==> config.mk <==
export PLATFORM = sky130hd
export DESIGN_NAME = acg_clock_gate_top
export DESIGN_NICKNAME = d
export VERILOG_FILES = /design/src/shared/acg_pkg.sv /design/src/core/acg_sync3.sv /design/src/core/acg_interval_timer.sv /design/src/core/acg_clock_gate_top.sv
export SDC_FILE = /design/constraint.sdc
export NUM_CORES = 1
export LEC_CHECK = 0
export ABC_AREA = 1
export BUFFER_PORTS_ARGS = -buffer_cell sky130_fd_sc_hd__buf_2
export CORE_MARGIN = 2
export CORE_UTILIZATION = 35
export DETAILED_ROUTE_END_ITERATION = 16
export PLACE_DENSITY = 0.58
export SETUP_SLACK_MARGIN = 0.2
export SYNTH_ARGS = -nofsm -noshare
export SYNTH_HDL_FRONTEND = slang
export SYNTH_SLANG_ARGS = --single-unit
==> constraint.sdc <==
create_clock -name sys_clk -period 2.2 [get_ports sys_clk]
set_input_delay 0.33 -clock sys_clk [delete_from_list [all_inputs] [get_ports sys_clk]]
set_output_delay 0.33 -clock sys_clk [all_outputs]
set_load 0.05 [all_outputs]
==> src/shared/acg_pkg.sv <==
`default_nettype none
package acg_pkg;

  // ---------------------------------------------------------------
  // Area clock indices and masks
  // ---------------------------------------------------------------
  localparam int          N_AREA      = 10;
  localparam int          AREA_CIF    = 0;     // chan_iface_clk
  localparam int          AREA_CDX    = 1;     // chan_xfer_clk
  localparam int          AREA_ADT    = 2;     // auto_xfer_buffer_clk
  localparam int          AREA_DDC    = 3;     // device_ctl_clk
  localparam int          AREA_SDM    = 4;     // director_cpu_clk
  localparam int          AREA_REFRESH_CTL_CLK   = 5;     // refresh_ctl_clk
  localparam int          AREA_MNT    = 6;     // maint_logic clock
  localparam int          AREA_CSR    = 7;     // chan_reg_clk
  localparam int          AREA_CSC    = 8;     // chan_seq_clk
  localparam int          AREA_DCT    = 9;     // data_ctl_clk
  // Areas that restart by themselves after power-on reset
  localparam logic [9:0]  AUTO_MASK   = 10'h165;
  // Areas that a stop or a general start acts on
  localparam logic [9:0]  STOP_MASK   = ~AUTO_MASK;
  localparam logic [9:0]  START_MASK  = ~AUTO_MASK;
  // Areas stopped by a hardware check-1 error
  localparam logic [9:0]  CHK1_MASK   = 10'h29A;
  // Microprocessor area alone
  localparam logic [9:0]  CPU_MASK    = 10'h010;
  localparam logic [7:0]  PHASE_RST   = 8'h01;

  // ---------------------------------------------------------------
  // Register map and fields
  // ---------------------------------------------------------------
  localparam logic [7:0]  REG_CTRL    = 8'h00; // maint_ctl_sense_reg
  localparam logic [7:0]  REG_IRQ     = 8'h04; // irq_level_reg
  localparam logic [7:0]  REG_STAT    = 8'h08; // clock status
  localparam int          CTRL_ARM_BIT  = 0;
  localparam int          IRQ_OVF_BIT   = 1;
  localparam int          IRQ_L1_BIT    = 6;
  localparam int          STAT_RING_BIT = 16;
  localparam int          STAT_HOLD_BIT = 17;
  localparam int          STAT_CHK1_BIT = 18;
  localparam int          STAT_CC1_BIT  = 19;
  localparam int          STAT_CC2_BIT  = 20;
  localparam logic        CTRL_RST      = 1'b0;
  localparam logic [1:0]  RESP_OKAY     = 2'h0;
  localparam logic [1:0]  RESP_SLVERR   = 2'h2;

  // ---------------------------------------------------------------
  // Timing
  // ---------------------------------------------------------------
  localparam int          CLK_PERIOD_NS  = 40;
  localparam int          POR_DELAY_NS   = 250;
  localparam int          POR_DELAY_CYC  = (POR_DELAY_NS + CLK_PERIOD_NS - 1) / CLK_PERIOD_NS;
  localparam real         REF_PERIOD_US  = 23.32;
  localparam int          REF_PERIOD_CYC = int'($floor(REF_PERIOD_US * 1000.0 / CLK_PERIOD_NS));
  localparam int          REF_BUSY_NS    = 440;
  localparam int          REF_BUSY_CYC   = REF_BUSY_NS / CLK_PERIOD_NS;
  localparam int          REARM_LOW_NS   = 220;
  localparam int          REARM_LOW_CYC  = (REARM_LOW_NS + CLK_PERIOD_NS - 1) / CLK_PERIOD_NS;
  localparam int          TIMER_MS       = 650;
  localparam int          TIMER_CYC      = TIMER_MS * (1000000 / CLK_PERIOD_NS);

endpackage
`default_nettype wire

==> src/core/acg_sync3.sv <==
`timescale 1ns/1ps
`default_nettype none
module acg_sync3 #(
  parameter int W = 1
) (
  input  wire logic         sys_clk,
  input  wire logic         reset_n,
  input  wire logic         clk_en,
  input  wire logic [W-1:0] d,
  output var  logic [W-1:0] q
);

  logic [W-1:0] s1_q;
  logic [W-1:0] s2_q;
  logic [W-1:0] s3_q;

  // ---------------------------------------------------------------
  // Three stages; output follows once stages two and three agree
  // ---------------------------------------------------------------
  always_ff @(posedge sys_clk or negedge reset_n)
  begin
    if (!reset_n)
    begin
      s1_q <= '0;
      s2_q <= '0;
      s3_q <= '0;
      q    <= '0;
    end
    else if (clk_en)
    begin
      s1_q <= d;
      s2_q <= s1_q;
      s3_q <= s2_q;
      q    <= (s2_q == s3_q) ? s3_q : q; // Filters a one-cycle glitch
    end
  end

endmodule // acg_sync3
`default_nettype wire

==> src/core/acg_interval_timer.sv <==
`timescale 1ns/1ps
`default_nettype none
module acg_interval_timer #(
  parameter int unsigned TIMER_CYCLES = acg_pkg::TIMER_CYC,
  parameter int unsigned LOW_CYCLES   = acg_pkg::REARM_LOW_CYC
) (
  input  wire logic sys_clk,
  input  wire logic reset_n,
  input  wire logic clk_en,
  input  wire logic arm,
  output var  logic overflow_q
);

  logic [23:0] cnt_q;
  logic [3:0]  low_q;
  wire         low_done = (low_q >= 4'(LOW_CYCLES - 1));
  wire         at_end   = (cnt_q == 24'(TIMER_CYCLES - 1));

  initial
  begin
    if (TIMER_CYCLES < 2 || TIMER_CYCLES > 24'hFFFFFF || LOW_CYCLES < 1 || LOW_CYCLES > 15)
      $error("acg_interval_timer: unsupported parameter values");
  end

  // ---------------------------------------------------------------
  // Count while armed; a short low glitch does not restart timing
  // ---------------------------------------------------------------
  always_ff @(posedge sys_clk or negedge reset_n)
  begin
    if (!reset_n)
    begin
      cnt_q      <= '0;
      low_q      <= '0;
      overflow_q <= 1'b0;
    end
    else if (clk_en)
    begin
      if (!arm)
      begin
        overflow_q <= 1'b0;
        low_q      <= low_done ? low_q : low_q + 4'h1;
        cnt_q      <= low_done ? 24'h000000 : cnt_q;
      end
      else
      begin
        low_q      <= 4'h0;
        cnt_q      <= at_end ? cnt_q : cnt_q + 24'h000001;
        overflow_q <= overflow_q | at_end;
      end
    end
  end

endmodule // acg_interval_timer
`default_nettype wire

==> src/core/acg_clock_gate_top.sv <==
//
// Contract
// - Ring makes eight phases, even and odd groups
// - Power-on reset holds the ring still
// - Ring starts about 250 ns after reset
// - Refresh and maintenance timing start with ring
// - Reset stops all; five areas restart alone
// - General start enables the remaining areas
// - Maintenance start enables only the processor
// - Stop halts all but five kept areas
// - Check 1 stops five processing area clocks
// - Channel checks never stop any clock
// - Refresh every 23.32 us lasting 440 ns
// - Hold only on dynamic storage access
// - Bit 0 arms timer, clear restarts it
// - Overflow flag after 650 ms armed
// - Overflow also raises level-1 interrupt bit
// - Clearing bit 0 clears overflow
// - Refresh wins over simultaneous processor request
`timescale 1ns/1ps
`default_nettype none
module acg_clock_gate_top #(
  parameter int unsigned TIMER_CYCLES = acg_pkg::TIMER_CYC
) (
  input  wire logic        sys_clk,
  input  wire logic        reset_n,
  input  wire logic        clk_en,
  // Pins from power and maintenance logic
  input  wire logic        por_in,
  input  wire logic        maint_start,
  input  wire logic        maint_cpu_start,
  input  wire logic        maint_stop,
  input  wire logic        check1_err,
  input  wire logic        chan_check1,
  input  wire logic        chan_check2,
  // Processor side, same clock
  input  wire logic        cpu_dyn_access,
  input  wire logic        cpu_stor_req,
  output logic             cpu_grant,
  output logic             refresh_grant,
  output logic             proc_hold,
  output logic             level1_irq,
  // Phases and gated area clocks
  output logic [3:0]       phase_even,
  output logic [3:0]       phase_odd,
  output logic [7:0]       chan_iface_clk,
  output logic [7:0]       chan_xfer_clk,
  output logic [7:0]       auto_xfer_buffer_clk,
  output logic [7:0]       device_ctl_clk,
  output logic [7:0]       director_cpu_clk,
  output logic [7:0]       refresh_ctl_clk,
  output logic [7:0]       maint_logic_clk,
  output logic [7:0]       chan_reg_clk,
  output logic [7:0]       chan_seq_clk,
  output logic [7:0]       data_ctl_clk,
  // AXI4-Lite slave
  input  wire logic [7:0]  s_axi_awaddr,
  input  wire logic        s_axi_awvalid,
  output logic             s_axi_awready,
  input  wire logic [31:0] s_axi_wdata,
  input  wire logic [3:0]  s_axi_wstrb,
  input  wire logic        s_axi_wvalid,
  output logic             s_axi_wready,
  output var  logic [1:0]  s_axi_bresp,
  output var  logic        s_axi_bvalid,
  input  wire logic        s_axi_bready,
  input  wire logic [7:0]  s_axi_araddr,
  input  wire logic        s_axi_arvalid,
  output logic             s_axi_arready,
  output var  logic [31:0] s_axi_rdata,
  output var  logic [1:0]  s_axi_rresp,
  output var  logic        s_axi_rvalid,
  input  wire logic        s_axi_rready
);

  // ---------------------------------------------------------------
  // Pin synchronisers
  // ---------------------------------------------------------------
  logic [6:0] pins_s;
  wire        por_s    = pins_s[0];
  wire        start_s  = pins_s[1];
  wire        mstart_s = pins_s[2];
  wire        stop_s   = pins_s[3];
  wire        chk1_s   = pins_s[4];

  acg_sync3 #(.W(7)) u_sync (
    .sys_clk (sys_clk),
    .reset_n (reset_n),
    .clk_en  (clk_en),
    .d       ({chan_check2, chan_check1, check1_err, maint_stop, maint_cpu_start, maint_start, por_in}),
    .q       (pins_s)
  );

  // ---------------------------------------------------------------
  // Clock ring and area enables
  // ---------------------------------------------------------------
  logic       ring_run_q, ring_run_d;
  logic [3:0] dly_q, dly_d;
  logic [7:0] phase_q, phase_d;
  logic [9:0] en_q, en_d;
  logic       hold_gate_q;
  logic       proc_hold_q;

  // Last phase ends a cycle; gating moves only here
  wire        boundary_w = clk_en & ring_run_q & phase_q[7];
  // Channel checks are absent from both masks on purpose
  wire [9:0]  set_w = (start_s ? acg_pkg::START_MASK : 10'h000)
                    | (mstart_s ? acg_pkg::CPU_MASK : 10'h000);
  wire [9:0]  clr_w = (stop_s ? acg_pkg::STOP_MASK : 10'h000)
                    | (chk1_s ? acg_pkg::CHK1_MASK : 10'h000);
  // Clear applied after set, so a stop beats a start
  wire [9:0]  en_next_w = ((en_q | set_w) & ~clr_w) | acg_pkg::AUTO_MASK;
  wire [9:0]  en_eff_w = en_q & ~(hold_gate_q ? acg_pkg::CPU_MASK : 10'h000) & {10{ring_run_q}};

  // Next state of ring, start-up delay and enables
  always_comb
  begin
    ring_run_d = ring_run_q;
    dly_d      = dly_q;
    phase_d    = phase_q;
    en_d       = en_q;
    if (por_s)
    begin
      ring_run_d = 1'b0;
      dly_d      = 4'h0;
      phase_d    = acg_pkg::PHASE_RST;
      en_d       = 10'h000;
    end
    else if (!ring_run_q)
    begin
      dly_d = dly_q + 4'h1;
      if (dly_q == 4'(acg_pkg::POR_DELAY_CYC - 1))
      begin
        ring_run_d = 1'b1;
        dly_d      = dly_q;
        en_d       = acg_pkg::AUTO_MASK;
      end
    end
    else
    begin
      phase_d = {phase_q[6:0], phase_q[7]};
      if (phase_q[7])
        en_d = en_next_w;
    end
  end

  // Ring and enable flops
  always_ff @(posedge sys_clk or negedge reset_n)
  begin
    if (!reset_n)
    begin
      ring_run_q  <= 1'b0;
      dly_q       <= 4'h0;
      phase_q     <= acg_pkg::PHASE_RST;
      en_q        <= 10'h000;
      hold_gate_q <= 1'b0;
    end
    else if (clk_en)
    begin
      ring_run_q  <= ring_run_d;
      dly_q       <= dly_d;
      phase_q     <= phase_d;
      en_q        <= en_d;
      hold_gate_q <= boundary_w ? proc_hold_q : hold_gate_q;
    end
  end

  // Phase groups and gated area buses
  assign phase_even           = {phase_q[6], phase_q[4], phase_q[2], phase_q[0]} & {4{ring_run_q}};
  assign phase_odd            = {phase_q[7], phase_q[5], phase_q[3], phase_q[1]} & {4{ring_run_q}};
  assign chan_iface_clk       = phase_q & {8{en_eff_w[acg_pkg::AREA_CIF]}};
  assign chan_xfer_clk        = phase_q & {8{en_eff_w[acg_pkg::AREA_CDX]}};
  assign auto_xfer_buffer_clk = phase_q & {8{en_eff_w[acg_pkg::AREA_ADT]}};
  assign device_ctl_clk       = phase_q & {8{en_eff_w[acg_pkg::AREA_DDC]}};
  assign director_cpu_clk     = phase_q & {8{en_eff_w[acg_pkg::AREA_SDM]}};
  assign refresh_ctl_clk      = phase_q & {8{en_eff_w[acg_pkg::AREA_REFRESH_CTL_CLK]}};
  assign maint_logic_clk      = phase_q & {8{en_eff_w[acg_pkg::AREA_MNT]}};
  assign chan_reg_clk         = phase_q & {8{en_eff_w[acg_pkg::AREA_CSR]}};
  assign chan_seq_clk         = phase_q & {8{en_eff_w[acg_pkg::AREA_CSC]}};
  assign data_ctl_clk         = phase_q & {8{en_eff_w[acg_pkg::AREA_DCT]}};

  // ---------------------------------------------------------------
  // Refresh timing and processor hold
  // ---------------------------------------------------------------
  logic [9:0] ref_cnt_q;
  logic [3:0] ref_busy_q;
  logic       ref_pend_q;
  wire        ref_run_w    = ring_run_q & en_q[acg_pkg::AREA_REFRESH_CTL_CLK];
  wire        ref_tick_w   = ref_run_w & (ref_cnt_q == 10'(acg_pkg::REF_PERIOD_CYC - 1));
  wire        ref_active_w = (ref_busy_q != 4'h0);
  wire        ref_start_w  = ref_pend_q & !ref_active_w;

  // Period counter, pending request, busy window
  always_ff @(posedge sys_clk or negedge reset_n)
  begin
    if (!reset_n)
    begin
      ref_cnt_q   <= 10'h000;
      ref_pend_q  <= 1'b0;
      ref_busy_q  <= 4'h0;
      proc_hold_q <= 1'b0;
    end
    else if (clk_en)
    begin
      ref_cnt_q   <= (!ref_run_w || ref_tick_w) ? 10'h000 : ref_cnt_q + 10'h001;
      ref_pend_q  <= ref_tick_w | (ref_pend_q & !ref_start_w);
      ref_busy_q  <= ref_start_w ? 4'(acg_pkg::REF_BUSY_CYC) :
                     (ref_active_w ? ref_busy_q - 4'h1 : 4'h0);
      proc_hold_q <= ref_active_w & cpu_dyn_access;
    end
  end

  // Refresh owns storage while pending or busy
  assign refresh_grant = ref_active_w;
  assign cpu_grant     = cpu_stor_req & !ref_active_w & !ref_pend_q;
  assign proc_hold     = proc_hold_q;

  // ---------------------------------------------------------------
  // Interval timer and interrupt level bits
  // ---------------------------------------------------------------
  logic arm_q;
  logic ovf_w;

  acg_interval_timer #(
    .TIMER_CYCLES (TIMER_CYCLES),
    .LOW_CYCLES   (acg_pkg::REARM_LOW_CYC)
  ) u_timer (
    .sys_clk    (sys_clk),
    .reset_n    (reset_n),
    .clk_en     (clk_en),
    .arm        (arm_q),
    .overflow_q (ovf_w)
  );

  assign level1_irq = ovf_w;

  // ---------------------------------------------------------------
  // AXI4-Lite register slave
  // ---------------------------------------------------------------
  logic        aw_hold_q, w_hold_q;
  logic [7:0]  awaddr_q;
  logic [31:0] wdata_q;
  logic [3:0]  wstrb_q;
  wire         wr_fire_w  = aw_hold_q & w_hold_q & !s_axi_bvalid;
  wire         wr_ctrl_w  = (awaddr_q == acg_pkg::REG_CTRL);
  wire         wr_ok_w    = wr_ctrl_w || (awaddr_q == acg_pkg::REG_IRQ) || (awaddr_q == acg_pkg::REG_STAT);
  wire         rd_fire_w  = s_axi_arvalid & s_axi_arready;
  wire [31:0]  irq_word_w = (32'(ovf_w) << acg_pkg::IRQ_L1_BIT) | (32'(ovf_w) << acg_pkg::IRQ_OVF_BIT);
  wire [31:0]  stat_word_w = {11'h000, pins_s[6], pins_s[5], chk1_s, hold_gate_q, ring_run_q, 6'h00, en_eff_w};
  logic [31:0] rd_word_w;
  logic        rd_ok_w;

  assign s_axi_awready = !aw_hold_q & !s_axi_bvalid;
  assign s_axi_wready  = !w_hold_q & !s_axi_bvalid;
  assign s_axi_arready = !s_axi_rvalid;

  // Read decode; unmapped reads return zero with an error
  always_comb
  begin
    rd_word_w = 32'h00000000;
    rd_ok_w   = 1'b1;
    if (s_axi_araddr == acg_pkg::REG_CTRL)
      rd_word_w = 32'(arm_q);
    else if (s_axi_araddr == acg_pkg::REG_IRQ)
      rd_word_w = irq_word_w;
    else if (s_axi_araddr == acg_pkg::REG_STAT)
      rd_word_w = stat_word_w;
    else
      rd_ok_w = 1'b0;
  end

  // Address and data may arrive in either order
  always_ff @(posedge sys_clk or negedge reset_n)
  begin
    if (!reset_n)
    begin
      aw_hold_q    <= 1'b0;
      w_hold_q     <= 1'b0;
      awaddr_q     <= 8'h00;
      wdata_q      <= 32'h00000000;
      wstrb_q      <= 4'h0;
      s_axi_bvalid <= 1'b0;
      s_axi_bresp  <= acg_pkg::RESP_OKAY;
      arm_q        <= acg_pkg::CTRL_RST;
    end
    else if (clk_en)
    begin
      if (s_axi_awvalid && s_axi_awready)
      begin
        aw_hold_q <= 1'b1;
        awaddr_q  <= s_axi_awaddr;
      end
      if (s_axi_wvalid && s_axi_wready)
      begin
        w_hold_q <= 1'b1;
        wdata_q  <= s_axi_wdata;
        wstrb_q  <= s_axi_wstrb;
      end
      if (wr_fire_w)
      begin
        aw_hold_q    <= 1'b0;
        w_hold_q     <= 1'b0;
        s_axi_bvalid <= 1'b1;
        s_axi_bresp  <= wr_ok_w ? acg_pkg::RESP_OKAY : acg_pkg::RESP_SLVERR;
        if (wr_ctrl_w && wstrb_q[0])
          arm_q <= wdata_q[acg_pkg::CTRL_ARM_BIT];
      end
      else if (s_axi_bvalid && s_axi_bready)
        s_axi_bvalid <= 1'b0;
    end
  end

  // Read answer one cycle after the address is taken
  always_ff @(posedge sys_clk or negedge reset_n)
  begin
    if (!reset_n)
    begin
      s_axi_rvalid <= 1'b0;
      s_axi_rdata  <= 32'h00000000;
      s_axi_rresp  <= acg_pkg::RESP_OKAY;
    end
    else if (clk_en)
    begin
      if (rd_fire_w)
      begin
        s_axi_rvalid <= 1'b1;
        s_axi_rdata  <= rd_word_w;
        s_axi_rresp  <= rd_ok_w ? acg_pkg::RESP_OKAY : acg_pkg::RESP_SLVERR;
      end
      else if (s_axi_rready)
        s_axi_rvalid <= 1'b0;
    end
  end

  // ---------------------------------------------------------------
  // Assertions
  // ---------------------------------------------------------------
  ring_held_a: assert property (@(posedge sys_clk) disable iff (!reset_n)
    (por_s && clk_en) |=> (!ring_run_q && phase_q == acg_pkg::PHASE_RST && en_q == 10'h000))
    else $error("ring not held during power-on reset");
  ring_delay_a: assert property (@(posedge sys_clk) disable iff (!reset_n)
    $rose(ring_run_q) |-> ($past(dly_q) == 4'(acg_pkg::POR_DELAY_CYC - 1)))
    else $error("ring started at wrong delay");
  auto_start_a: assert property (@(posedge sys_clk) disable iff (!reset_n)
    $rose(ring_run_q) |-> (en_q == acg_pkg::AUTO_MASK))
    else $error("wrong areas restarted after reset");
  ring_rotate_a: assert property (@(posedge sys_clk) disable iff (!reset_n)
    (ring_run_q && !por_s && clk_en) |=>
      ($onehot(phase_q) && phase_q == {$past(phase_q[6:0]), $past(phase_q[7])}))
    else $error("phase ring did not rotate");
  gate_edge_a: assert property (@(posedge sys_clk) disable iff (!reset_n)
    ($changed(en_q) && !$past(por_s) && !$rose(ring_run_q)) |-> $past(boundary_w))
    else $error("enable changed off a phase boundary");
  stop_wins_a: assert property (@(posedge sys_clk) disable iff (!reset_n)
    (boundary_w && stop_s && !por_s) |=>
      ((en_q & acg_pkg::STOP_MASK) == 10'h000 && (en_q & acg_pkg::AUTO_MASK) == acg_pkg::AUTO_MASK))
    else $error("stop left a gated area running");
  check1_stop_a: assert property (@(posedge sys_clk) disable iff (!reset_n)
    (boundary_w && chk1_s && !por_s) |=> ((en_q & acg_pkg::CHK1_MASK) == 10'h000))
    else $error("check 1 did not stop areas");
  cpu_start_a: assert property (@(posedge sys_clk) disable iff (!reset_n)
    (boundary_w && mstart_s && !start_s && !stop_s && !chk1_s && !por_s) |=>
      (en_q == ($past(en_q) | acg_pkg::CPU_MASK)))
    else $error("maintenance start touched other areas");
  gen_start_a: assert property (@(posedge sys_clk) disable iff (!reset_n)
    (boundary_w && start_s && !stop_s && !chk1_s && !por_s) |=> (en_q == 10'h3FF))
    else $error("general start left an area stopped");
  hold_cause_a: assert property (@(posedge sys_clk) disable iff (!reset_n)
    $rose(proc_hold_q) |-> $past(ref_active_w && cpu_dyn_access))
    else $error("hold without dynamic access during refresh");
  refresh_prio_a: assert property (@(posedge sys_clk) disable iff (!reset_n)
    (ref_pend_q && cpu_stor_req) |-> !cpu_grant)
    else $error("processor granted over pending refresh");
  refresh_len_a: assert property (@(posedge sys_clk) disable iff (!reset_n)
    $rose(ref_active_w) |-> (ref_busy_q == 4'(acg_pkg::REF_BUSY_CYC)))
    else $error("refresh window has wrong length");
  ovf_clear_a: assert property (@(posedge sys_clk) disable iff (!reset_n)
    (!arm_q && clk_en) |=> !ovf_w && !irq_word_w[acg_pkg::IRQ_L1_BIT])
    else $error("overflow survived clearing bit 0");
  ovf_irq_a: assert property (@(posedge sys_clk) disable iff (!reset_n)
    irq_word_w[acg_pkg::IRQ_OVF_BIT] == irq_word_w[acg_pkg::IRQ_L1_BIT])
    else $error("level-1 bit disagrees with overflow");

endmodule // acg_clock_gate_top
`default_nettype wire

Word-level counts from Yosys, hierarchy flattened
Cells that the tools add are included.

Register bits after elaboration: 148. Output and inout bits: 133. Input bits: 69. Logic and storage cells: 166.

Magnitude comparators: 1. Multiplexer cells: 42. Eq/ne operators: 13. $add $sub $neg: 5. Bitwise gates (word level): 37. Reduce and logical (&&, ||, !) cells: 41.

Operators with widths (number): $and A8 B8 Y8 (10); $mux W10 (8); $mux W24 (3); $mux W21 (3); $and A10 B10 Y10 (3); $mux W4 (7); $add A24 B1 Y24 const B (1); $eq A24 B24 Y1 const B (1); $reduce_and A2 Y1 (12); $or A10 B10 Y10 (2); $eq A8 B3 Y1 const B (2); $eq A8 B4 Y1 const B (2); $logic_not A8 Y1 (2); $mux W8 (2); $mux W1 (15); $and A1 B1 Y1 (14); $reduce_and A3 Y1 (4); $reduce_bool A2 Y1 (6); $add A10 B1 Y10 const B (1); $eq A10 B10 Y1 const B (1); $mux W5 (2); $not A10 Y10 (1); $not A5 Y10 (1); $or A10 B5 Y10 (1); other kinds (17) (35).

Logic depth before layout (Yosys ltp)
Gate-level depths: netlist (run 1).

Depth after elaboration: 7. Mapped depth: 12. Gate-level depth less buffers: 10.

Hierarchy
A second synthesis (run 1) with hierarchy kept.

Cells, all modules: 925. Area total of the unflattened synthesis: 7074.3 sq um.

By module, submodules not included: acg_clock_gate_top (cells an instance 503, times used 1, area an instance 3886.2 sq um, seq. area each 1652.8 sq um); acg_interval_timer (cells an instance 275, times used 1, area an instance 1949.4 sq um, seq. area each 725.7 sq um); acg_sync3 (cells an instance 147, times used 1, area an instance 1238.7 sq um, seq. area each 700.7 sq um).

Worst setup path before layout (run 1)
Ideal clock, no wire load.

Path kind: register to output. Start point: register ref_busy_q[0]. End point: output port cpu_grant. Path buffers: 0. Setup slack: -108 ps. Arrival time: 1978 ps. Required time: 1870 ps. Cell stages (with the launch flop): 5. Cells stage by stage: dfrtp_1 > inv_1 > ha_1 > nand3_1 > nor2_1.

Word-level cells in the longest chain between the ends: 4.

Ends and longest elaborated chain: from (decl) (line acg_clock_gate_top.sv:186) `logic [3:0] ref_busy_q;`; from (signal assigned) (line acg_clock_gate_top.sv:207) `ref_busy_q <= ref_start_w ? 4'(acg_pkg::REF_BUSY_CYC) :`; $reduce_bool A4 Y1 (line acg_clock_gate_top.sv:190) `wire ref_active_w = (ref_busy_q != 4'h0);`; net refresh_grant (line acg_clock_gate_top.sv:40) `output logic refresh_grant,`; $logic_not A1 Y1 (line acg_clock_gate_top.sv:215) `assign cpu_grant = cpu_stor_req & !ref_active_w & !ref_pend_q;`; $and A1 B1 Y1 (2 in series) (line acg_clock_gate_top.sv:215); to (decl) (line acg_clock_gate_top.sv:39) `output logic cpu_grant,`.

The timed path passes the listed nets, and every way through them passes these cells.

Final worst setup path (run 1)
Start point: register ring_run_q. End point: output port chan_xfer_clk[5].

Word-level cells in the longest chain between the ends: 2.

Ends and longest elaborated chain: from (decl) (line acg_clock_gate_top.sv:97) `logic ring_run_q, ring_run_d;`; from (signal assigned) (line acg_clock_gate_top.sv:160) `ring_run_q <= ring_run_d;`; $and A10 B10 Y10 (line acg_clock_gate_top.sv:113) `wire [9:0] en_eff_w = en_q & ~(hold_gate_q ? acg_pkg::CPU_MASK : 10'h000) & {10{ring_run_q}};`; $and A8 B8 Y8 (line acg_clock_gate_top.sv:172) `assign chan_xfer_clk = phase_q & {8{en_eff_w[acg_pkg::AREA_CDX]}};`; to (decl) (line acg_clock_gate_top.sv:47) `output logic [7:0] chan_xfer_clk,`.

Every way passes these cells.

==> out/qor.yml, run 1 <==
outcome:
  status: "completed"
floorplanning:
  die_w_um: 142.6
  initial_core_util: 0.3583
  die_area_sq_um: 20340
  pin_count: 202
  fp.dieH_um: 142.6
  core-area_sq_um: 18770
  placementRows: 50
global_route:
  antenna_found_initial: 0
  grt_overflow_total: 0
  grt_max_degree: 61
  grt_pass1_vias: 5143
  track_usage: 0.1592
  grt_pass1_wl_mm: 25.39
sta:
  slew_headroom: 0.5897
  setup_viol: 0
  period_minus_slack_ns: 1.947
  hold_viol: 0
  rsz0062_at_grt: "true"
  fin_crit_sh: 0.8851
  finClkSkew_ns: 0.005916
  fmax_mhz: 513.5
  worst_pin_slew_ns: 0.6155
  drv_slew: 0
  holdWs_ns: 0.1086
  setup_tns_ns: 0
power:
  p_per_area_nw_per_um2: 1179
  vdd_drop_max_mv: 0.7412
  total_power_uw: 9861
  p_leak_uw: 0.004208
clocking:
  clock_latency_ns: 0.42
  cts_made_buffers: 17
  path_clk_slew_ns: 0.06
  clockBufferDepth: 2
  root_buffer: "clkbuf_16"
  htreeDepth: 4
  cts_tree: "done"
  cts.sinks: 123
detailed_routing:
  firstDrtPassIters: 4
  drtAntennaViolNets: 0
  wl_mm: 16.04
  wl_per_cell_um: 12.99
  drtIter0Drc: 313
  via_count: 5737
  vias_per_cell: 4.645
  drcViolationCount: 0
placement:
  gp_congestion: 0.8133
  dpl.hpwl_mm: 11.59
  dpl_cell_area_sq_um: 7470
  port-buffer-count: 148
yosys:
  synth-edff-count: 0
  synth.area.top_cells: "dfrtp_1 45%, nand2_1 11%, nor2_1 6.1%"
  synth_top_area_frac: 0.4540
  synth_flop_cell: "dfrtp_1"
  syn_area_sq_um: 6725
  yosysSeqAreaShare: 0.4579
  synth_seq_cells: 123
  ys_types: 43
  synthCells: 858
  ys_warn_count: 0
  yosysTopAreaCell: "dfrtp_1"
  syn_area_per_cell_sq_um: 7.838
  async_flop_share: 1.000
worst_setup_path:
  path_common_cell: "buf_4"
  criticalPathCategory: "reg2out"
  start_kind: "register"
  crit_chain: "nand2_1 > buf_4 > nor2_1 > buf_4"
  required_ns: 1.87
  slowest_stage: "dfrtp_2"
  path_max_fanout: 6
  cp-end-kind: "output port"
  slowest_delay_ns: 0.44
  worst_ep_arrival_time_ns: 1.62
worst_hold_path:
  hp-class: "in2reg"
finish:
  antenna_cells: 0
  final_util: 0.4456
  area_growth_pct: 24.35
  drive_gt1_frac: 0.2637
  fin_nets: 1067
  final_design_area_no_fill_sq_um: 8363
job:
  cap_violations: 0
[Yosys cell counts, types with 3 or more instances]
| master | count |
|---|---|
| nor2_1 | 110 |
| mux2_2 | 6 |
| nand3_1 | 51 |
| o21bai_1 | 3 |
| nor2_2 | 5 |
| nand3b_1 | 4 |
| nor3_1 | 6 |
| a21oi_1 | 20 |
| nand2_1 | 199 |
| inv_1 | 102 |
| and2_1 | 5 |
| nand4_1 | 10 |
| o22ai_1 | 9 |
| buf_4 | 54 |
| clkbuf_1 | 11 |
| a22o_1 | 4 |
| ha_1 | 9 |
| nand2_2 | 9 |
| dfrtp_1 | 122 |
| xor2_1 | 9 |
| buf_2 | 5 |
| o21ai_2 | 16 |
| o21ai_1 | 5 |
| nand3_2 | 4 |
| o31ai_1 | 3 |
| o21ai_0 | 56 |
[cell type report]
class / count / area, sq um
Timing Repair Buffer: 169 / 1089
Multi-Input combinational cell: 575 / 2918
Sequential cell: 123 / 3080
Inverter: 103 / 386.6
Clock inverter: 14 / 171.4
Clock buffer: 17 / 425.4
Fill cell: 1870 / 10410
Tap cell: 234 / 292.8
[power by group]
part,internal [uW],switching [uW],leakage [uW]
Sequential,2770,338,0.00160
Combinational,1060,2860,0.00232
Clock,1780,1060,0.000285
[repair_timing]
action,in CTS,in global routing
hold buffers,1,0
buffers inserted,2,1
hold endpoints to repair,22,0
pin swaps,0,1
endpoints found under the setup margin,80,82
gates resized for setup,65,30
[worst max-delay path: cells and delay by family (launching register included)]
kind	cells	cell delay, ns
flops	1	0.44
buf+inv	2	0.44
simple gates	2	0.32
[cells by family (layout without fill, tap and decap cells)]
group,Yosys count,in the layout,share of synthesized area
other cells,1,19,0.0005576
simple gates,409,409,0.2593
mux,6,6,0.01005
buf+inv,178,303,0.1343
compound gates,123,123,0.1094
fa+ha+maj,9,9,0.01674
flops,123,123,0.4579
xor+xnor,9,9,0.01172
[state kept, by name, indices dropped and copies added, names as in the netlist, 4 cells and up]
name and count:
awaddr_q 8, dly_q 4, en_q 6, phase_q 8
ref_busy_q 4, ref_cnt_q 10, s_axi_rdata 13, u_sync.q 7
u_sync.s1_q 7, u_sync.s2_q 7, u_sync.s3_q 7, u_timer.cnt_q 24
u_timer.low_q 4
[layer usage]
metal  wire, um  track usage  vias up  part of all wire
met4        196      0.05159        0             0.012
met1       7734       0.2093     2620              0.48
met5          0            0        -                 0
met2       7357       0.2614      173              0.46
li1           -            -     2927                 -
met3        750      0.03588       17             0.047
[metrics by stage]
step / instances / setup slack (ns)
finish: 1235 / 0.2528
CTS: 1234 / 0.1724
global route: 1235 / 0.1819
global placement: 1200 / 0.3248
detailed placement: 1200 / 0.2690
floorplan: 876 / 0.01017
[placed cells by master (no fill, tap or decap), types with 4 or more instances in the layout]
| cell type | count |
|---|---|
| a22o_1 | 4 |
| nand3_1 | 50 |
| nor3_1 | 6 |
| o22ai_1 | 9 |
| clkbuf_16 | 17 |
| o21ai_2 | 16 |
| nor2_2 | 8 |
| mux2_2 | 6 |
| clkbuf_4 | 5 |
| buf_6 | 6 |
| nand3b_1 | 4 |
| o21ai_0 | 56 |
| nor2_1 | 99 |
| buf_4 | 63 |
| buf_2 | 92 |
| nor2_4 | 10 |
| o21ai_1 | 5 |
| ha_1 | 8 |
| inv_1 | 102 |
| nand2_1 | 194 |
| xor2_1 | 9 |
| dfrtp_1 | 121 |
| nand2_2 | 13 |
| nand4_1 | 10 |
| conb_1 | 19 |
| a21oi_1 | 20 |
| and2_1 | 5 |
[path summary, 6_finish.rpt]
kind,start,endpoint,slack [ns],cells after the start
worst max-delay path,ring_run_q,chan_xfer_clk[5],0.25,4
worst min-delay path,s_axi_wstrb[0],wstrb_q[0],0.11,3
worst max register to register,u_timer.cnt_q[0],u_timer.cnt_q[4],0.42,10
worst min register to register,s_axi_rdata[1],s_axi_rdata[1],0.47,2
max in group asynchronous,reset_n,u_timer.cnt_q[17],1.13,3
min in group asynchronous,reset_n,u_timer.cnt_q[1],0.36,2
No activity file was read; power rests on OpenSTA's default activity.
==> run 2, diff against run 1 <==
--- a/config.mk
+++ b/config.mk
@@ -8,9 +8,9 @@
 export ABC_AREA = 1
 export BUFFER_PORTS_ARGS = -buffer_cell sky130_fd_sc_hd__buf_2
 export CORE_MARGIN = 2
-export CORE_UTILIZATION = 35
+export CORE_UTILIZATION = 40
 export DETAILED_ROUTE_END_ITERATION = 16
-export PLACE_DENSITY = 0.58
+export PLACE_DENSITY = 0.65
 export SETUP_SLACK_MARGIN = 0.2
 export SYNTH_ARGS = -nofsm -noshare
 export SYNTH_HDL_FRONTEND = slang
==> out/qor.yml, run 2 (synthesis results as in run 1) <==
sta:
  worst_pin_slew_ns: 0.5522  # was 0.6155 ns
  hold_viol: 0  # unchanged
  slew_headroom: 0.6287  # was 0.5897
  rsz0062_at_grt: "true"  # unchanged
  fmax_mhz: 507.9  # was 513.5 MHz
  period_minus_slack_ns: 1.969  # was 1.947 ns
  setup_tns_ns: 0  # unchanged
  setup_slack_ns: 0.2310  # was 0.2528 ns
  finClkSkew_ns: 0.01667  # was 0.005916 ns
  drv_slew: 0  # unchanged
  fin_crit_sh: 0.8950  # was 0.8851
  setup_viol: 0  # unchanged
finish:
  most-common-layout-cells: "194 x nand2_1, 121 x dfrtp_1, 102 x inv_1, 100 x nor2_1, 96 x buf_2"  # was 194 x nand2_1, 121 x dfrtp_1, 102 x inv_1, 99 x nor2_1, 92 x buf_2
  final_util: 0.5040  # was 0.4456
  final_design_area_no_fill_sq_um: 8328  # was 8363 sq um
  reg_top3: "u_timer.cnt_q: 24 flops, s_axi_rdata: 13 flops, ref_cnt_q: 10 flops"  # unchanged
  largest-register: "u_timer.cnt_q"  # unchanged
  fin_cells: 1216  # was 1,235
  fin_nets: 1061  # was 1,067
  drive_gt1_frac: 0.2580  # was 0.2637
  area_growth_pct: 23.83  # was 24.35%
  final_common_cell: "nand2_1"  # unchanged
  largest_reg_flops: 24  # unchanged
  antenna_cells: 0  # unchanged
clocking:
  htreeDepth: 4  # unchanged
  root_buffer: "clkbuf_16"  # unchanged
  clockBufferDepth: 2  # unchanged
  cts_made_buffers: 17  # unchanged
  clock_latency_ns: 0.42  # about the same
  cts.sinks: 123  # unchanged
  path_clk_slew_ns: 0.05  # was 0.06 ns
  cts_tree: "done"  # unchanged
worst_setup_path:
  criticalPathCategory: "reg2out"  # unchanged
  r2r_slack_ns: 0.41  # was 0.42 ns
  worst_ep_arrival_time_ns: 1.64  # was 1.62 ns
  slowest_stage: "dfstp_2"  # was dfrtp_2
  slowest_delay_ns: 0.52  # was 0.44 ns
  start_kind: "register"  # unchanged
  crit_chain: "inv_1 > nor2_1 > clkbuf_4"  # was nand2_1 > buf_4 > nor2_1 > buf_4
  cp-end-kind: "output port"  # unchanged
  path_max_fanout: 8  # was 6
  required_ns: 1.87  # about the same
floorplanning:
  die_w_um: 133.7  # was 142.6 um
  fp.dieH_um: 133.7  # was 142.6 um
  die_area_sq_um: 17870  # was 20,340 sq um
  placementRows: 47  # was 50
  pin_count: 202  # unchanged
  core-area_sq_um: 16520  # was 18,770 sq um
  initial_core_util: 0.4070  # was 0.3583
placement:
  dpl_cell_area_sq_um: 7420  # was 7470 sq um
  dpl.hpwl_mm: 11.32  # was 11.59 mm
  gp_congestion: 0.8195  # was 0.8133
  port-buffer-count: 148  # unchanged
  place_ws_ns: 0.2865  # was 0.2690 ns
  dp.cells: 1180  # was 1,200
detailed_routing:
  drcViolationCount: 0  # unchanged
  wl_mm: 16.12  # was 16.04 mm
  via_count: 5780  # was 5,737
  vias_per_cell: 4.753  # was 4.645
  drtIter0Drc: 333  # was 313
  drtAntennaViolNets: 0  # unchanged
  wl_per_cell_um: 13.26  # was 12.99 um
  firstDrtPassIters: 4  # unchanged
global_route:
  grt_pass1_vias: 5245  # was 5,143
  antenna_found_initial: 0  # unchanged
  track_usage: 0.1827  # was 0.1592
  grt_pass1_wl_mm: 25.78  # was 25.39 mm
  grt_max_degree: 76  # was 61
  grt_overflow_total: 0  # unchanged
job:
  cap_violations: 0  # unchanged
power:
  vdd_drop_max_mv: 0.7061  # was 0.7412 mV
  p_per_area_nw_per_um2: 1186  # was 1179 nW/um^2
  p_leak_uw: 0.004192  # was 0.004208 uW
outcome:
  status: "completed"  # unchanged
worst_hold_path:
  hp-class: "in2reg"  # unchanged
-- run 2: layer usage --
layer | wire (um) | vias to the layer above | global-route usage
met2 | 7621 | 191 | 0.3073
li1 | - | 2927 | -
met3 | 797 | 16 | 0.03729
met4 | 292 | 0 | 0.07210
met5 | 0 | - | 0
met1 | 7407 | 2646 | 0.2315
-- run 2: worst max-delay path: cells and delay by family, from the launching register on --
kind	cells	cell delay, ns
AND/OR/NAND/NOR	1	0.22
buffers and inverters	2	0.47
flip-flops	1	0.52
-- run 2: cell type report --
type,count,area [sq um]
clock buffer,20,456.7
clock inverter,12,146.4
fill,1566,8197
inverter,103,386.6
multi-input combinational,575,2903
sequential,123,3080
tap,220,275.3
timing repair buffer,163,1080
-- run 2: path summary, 6_finish.rpt --
kind | from | to | cells past startpoint
setup / recovery | phase_q[0] | chan_xfer_clk[0] | 3
hold / removal | check1_err | u_sync.s1_q[4] | 3
setup reg to reg | u_timer.cnt_q[0] | u_timer.cnt_q[12] | 10
hold reg to reg | u_sync.s1_q[4] | u_sync.s1_q[4] | 2
max in group asynchronous | reset_n | phase_q[0] | 3
min in group asynchronous | reset_n | aw_hold_q | 2
-- run 2: power by group --
part / total (uW) / internal [uW] / switching (uW)
Sequential: 3090 / 2770 / 325
Combinational: 3950 / 1070 / 2880
Clock: 2830 / 1830 / 1000
-- run 2: metrics by stage --
step / hold WS, ns / power, uW
after CTS: 0.09925 / 9694
after global routing: 0.1008 / 10450
after floorplan: 0.03441 / 6011
after detailed placement: 0.1892 / 6683
final: 0.1084 / 9877
after global placement: 0.1882 / 6626
-- run 2: timing repair --
action | CTS | global route
cloned | 0 | 0
setup buffers | 0 | 3
pin swaps | 0 | 1
gates resized for setup | 43 | 61
hold buffers | 1 | 0
endpoints found under the hold margin | 8 | 0
endpoints found under the setup margin | 82 | 82
==> run 3, diff against run 2 <==
--- a/config.mk
+++ b/config.mk
@@ -12,6 +12,7 @@
 export DETAILED_ROUTE_END_ITERATION = 16
 export PLACE_DENSITY = 0.65
 export SETUP_SLACK_MARGIN = 0.2
+export SKIP_LAST_GASP = 1
 export SYNTH_ARGS = -nofsm -noshare
 export SYNTH_HDL_FRONTEND = slang
 export SYNTH_SLANG_ARGS = --single-unit
==> constraint.sdc (replaced) <==
create_clock -name sys_clk -period 2.47 [get_ports sys_clk]
set_input_delay 0.3705 -clock sys_clk [delete_from_list [all_inputs] [get_ports sys_clk]]
set_output_delay 0.3705 -clock sys_clk [all_outputs]
set_load 0.05 [all_outputs]
==> out/qor.yml, run 3 (synthesis results as in run 1) <==
clocking:
  clock_latency_ns: 0.42  # about the same
  htreeDepth: 4  # unchanged
  clockBufferDepth: 2  # unchanged
  cts_made_buffers: 17  # unchanged
  postCtsSetupBuffers: 0  # unchanged
  path_clk_slew_ns: 0.06  # was 0.05 ns
  cts.sinks: 123  # unchanged
  root_buffer: "clkbuf_16"  # unchanged
  cts_tree: "done"  # unchanged
global_route:
  grt_pass1_wl_mm: 24.99  # was 25.78 mm
  antenna_found_initial: 0  # unchanged
  grt_max_degree: 57  # was 76
  grt_pass1_vias: 5116  # was 5,245
  grt_overflow_total: 0  # unchanged
  track_usage: 0.1768  # was 0.1827
power:
  intPower_uw: 4702  # was 5670 uW
  p_switching_uw: 3597  # was 4207 uW
  p_leak_uw: 0.004153  # was 0.004192 uW
  swShare: 0.4334  # was 0.4260
  p_per_area_nw_per_um2: 1037  # was 1186 nW/um^2
  seqPwrFrac: 0.331  # was 0.313
  pwr-share-clk: 0.287  # about the same
  total_power_uw: 8299  # was 9877 uW
  vdd_drop_max_mv: 0.8012  # was 0.7061 mV
  combPwrFrac: 0.382  # was 0.400
finish:
  antenna_cells: 0  # unchanged
  drive_gt1_frac: 0.2414  # was 0.2580
  multi_input_area_sq_um: 2830  # was 2903 sq um
  final_design_area_no_fill_sq_um: 8004  # was 8328 sq um
  fill_cells: 1651  # was 1,566
  final_common_cell: "nand2_1"  # unchanged
  fin_cells: 1214  # was 1,216
  area_growth_pct: 19.01  # was 23.83%
  largest-register: "u_timer.cnt_q"  # unchanged
  seq_area_sq_um: 3080  # unchanged
  largest_reg_flops: 24  # unchanged
  reg_top3: "u_timer.cnt_q: 24 flops, s_axi_rdata: 13 flops, ref_cnt_q: 10 flops"  # unchanged
  fin_nets: 1059  # was 1,061
  most-common-layout-cells: "197 x nand2_1, 144 x buf_2, 121 x dfrtp_1, 106 x nor2_1, 102 x inv_1"  # was 194 x nand2_1, 121 x dfrtp_1, 102 x inv_1, 100 x nor2_1, 96 x buf_2
sta:
  slew_headroom: 0.5276  # was 0.6287
  hold_viol: 0  # unchanged
  period_minus_slack_ns: 2.170
  fmax_mhz: 460.8
  drv_slew: 0  # unchanged
  holdWs_ns: 0.1475  # was 0.1084 ns
  setup_viol: 0  # unchanged
  fin_crit_sh: 0.8786
  worst_pin_slew_ns: 0.7086  # was 0.5522 ns
  rsz0062_at_grt: "false"  # was true
  finClkSkew_ns: 0.008353  # was 0.01667 ns
  setup_tns_ns: 0  # unchanged
job:
  cap_violations: 0  # unchanged
worst_setup_path:
  start_kind: "register"  # unchanged
  path_max_fanout: 12  # was 8
  cp-end-kind: "output port"  # unchanged
  required_ns: 2.10  # was 1.87 ns
  worst_ep_arrival_time_ns: 1.80  # was 1.64 ns
  slowest_delay_ns: 0.43  # was 0.52 ns
  crit_chain: "buf_4 > nand2_1 > nor2_2 > clkbuf_4"  # was inv_1 > nor2_1 > clkbuf_4
  crit_buf_inv: 2  # unchanged
  cpLargestDelayFamily: "buffers and inverters"  # was flip-flops
  r2r_slack_ns: 0.54  # was 0.41 ns
  criticalPathCategory: "reg2out"  # unchanged
  slowest_stage: "dfrtp_2"  # was dfstp_2
placement:
  dpl.hpwl_mm: 11.25  # was 11.32 mm
  dpl_cell_area_sq_um: 7412  # was 7420 sq um
  dp.cells: 1181  # was 1,180
  port-buffer-count: 148  # unchanged
  gp_congestion: 0.8189  # was 0.8195
floorplanning:
  core-area_sq_um: 16520  # unchanged
  placementRows: 47  # unchanged
  die_w_um: 133.7  # unchanged
  die_area_sq_um: 17870  # unchanged
  pin_count: 202  # unchanged
  initial_core_util: 0.4070  # unchanged
  fp.dieH_um: 133.7  # unchanged
detailed_routing:
  drcViolationCount: 0  # unchanged
  firstDrtPassIters: 5  # was 4
  drtIter0Drc: 334  # was 333
  wl_mm: 15.43  # was 16.12 mm
  drtAntennaViolNets: 0  # unchanged
  wl_per_cell_um: 12.71  # was 13.26 um
  vias_per_cell: 4.711  # was 4.753
  via_count: 5719  # was 5,780
outcome:
  status: "completed"  # unchanged
worst_hold_path:
  hp-class: "in2reg"  # unchanged
## run 3: cell count changes in the layout (fill, tap and decap cells not counted), moves of 2 or more
cell / previous run / this run
buf_2: 96 / 144
buf_4: 42 / 11
buf_6: 13 / 0
nor2_4: 10 / 2
nor2_1: 100 / 106
clkbuf_1: 1 / 6
clkbuf_4: 7 / 3
clkinvlp_4: 3 / 0
nand2_1: 194 / 197
nand2_2: 14 / 11
nor2_2: 7 / 9
## run 3: repair_timing
action / CTS / global route
gates resized for setup: 3 / 7
pin swaps: 0 / 0
endpoints found under the setup margin: 40 / 27
cloned: 0 / 0
hold endpoints to repair: 20 / 0
hold buffers: 1 / 0
## run 3: routing by layer
metal | part of all wire | vias to the layer above | GRT usage
met3 | 0.051 | 25 | 0.03615
li1 | - | 2907 | -
met4 | 0.035 | 0 | 0.09043
met1 | 0.46 | 2614 | 0.2240
met5 | 0 | - | 0
met2 | 0.46 | 173 | 0.2875
## run 3: area by class of cell
class / instances / area share
tap: 220 / 0.03439
clock inverter: 8 / 0.01172
sequential: 123 / 0.3849
multi-input combinational: 575 / 0.3536
timing repair buffer: 161 / 0.1094
inverter: 103 / 0.04830
clock buffer: 24 / 0.05768
## run 3: power by group through the flow
stage                     clock network, uW  registers [uW]  logic, uW
after floorplan                           0            2790       2550
after global placement                    0            2760       3120
after detailed placement                  0            2770       3160
after CTS                              2430            2750       3180
after global routing                   2520            2810       3440
final                                  2380            2750       3170
## run 3: worst paths after layout
kind | from | to | cells past startpoint
max reg2reg | u_timer.cnt_q[0] | u_timer.cnt_q[2] | 10
min | chan_check2 | u_sync.s1_q[6] | 3
min in group asynchronous | reset_n | awaddr_q[5] | 2
max | ring_run_q | chan_reg_clk[3] | 4
max in group asynchronous | reset_n | phase_q[0] | 3
min reg2reg | u_sync.s1_q[5] | u_sync.s1_q[5] | 2
## run 3: worst register-to-register path, cell delays in order (launching register included)
cell	delay, ns
dfrtp_1	0.38
ha_1	0.21
nand2_2	0.08
nor2_4	0.16
nand3_2	0.09
nor2_2	0.13
nand3_1	0.09
nand3_2	0.30
buf_12	0.26
nand2_1	0.08
o21ai_1	0.07
## run 3: metrics by stage
stage	worst slack, ns	util
3_5_place_dp	0.4552	0.4486
2_1_floorplan	0.2397	-
3_3_place_gp	0.4815	0.4486
5_1_grt	0.2135	0.4844
6_report	0.3000	0.4844
4_1_cts	0.1901	0.4832
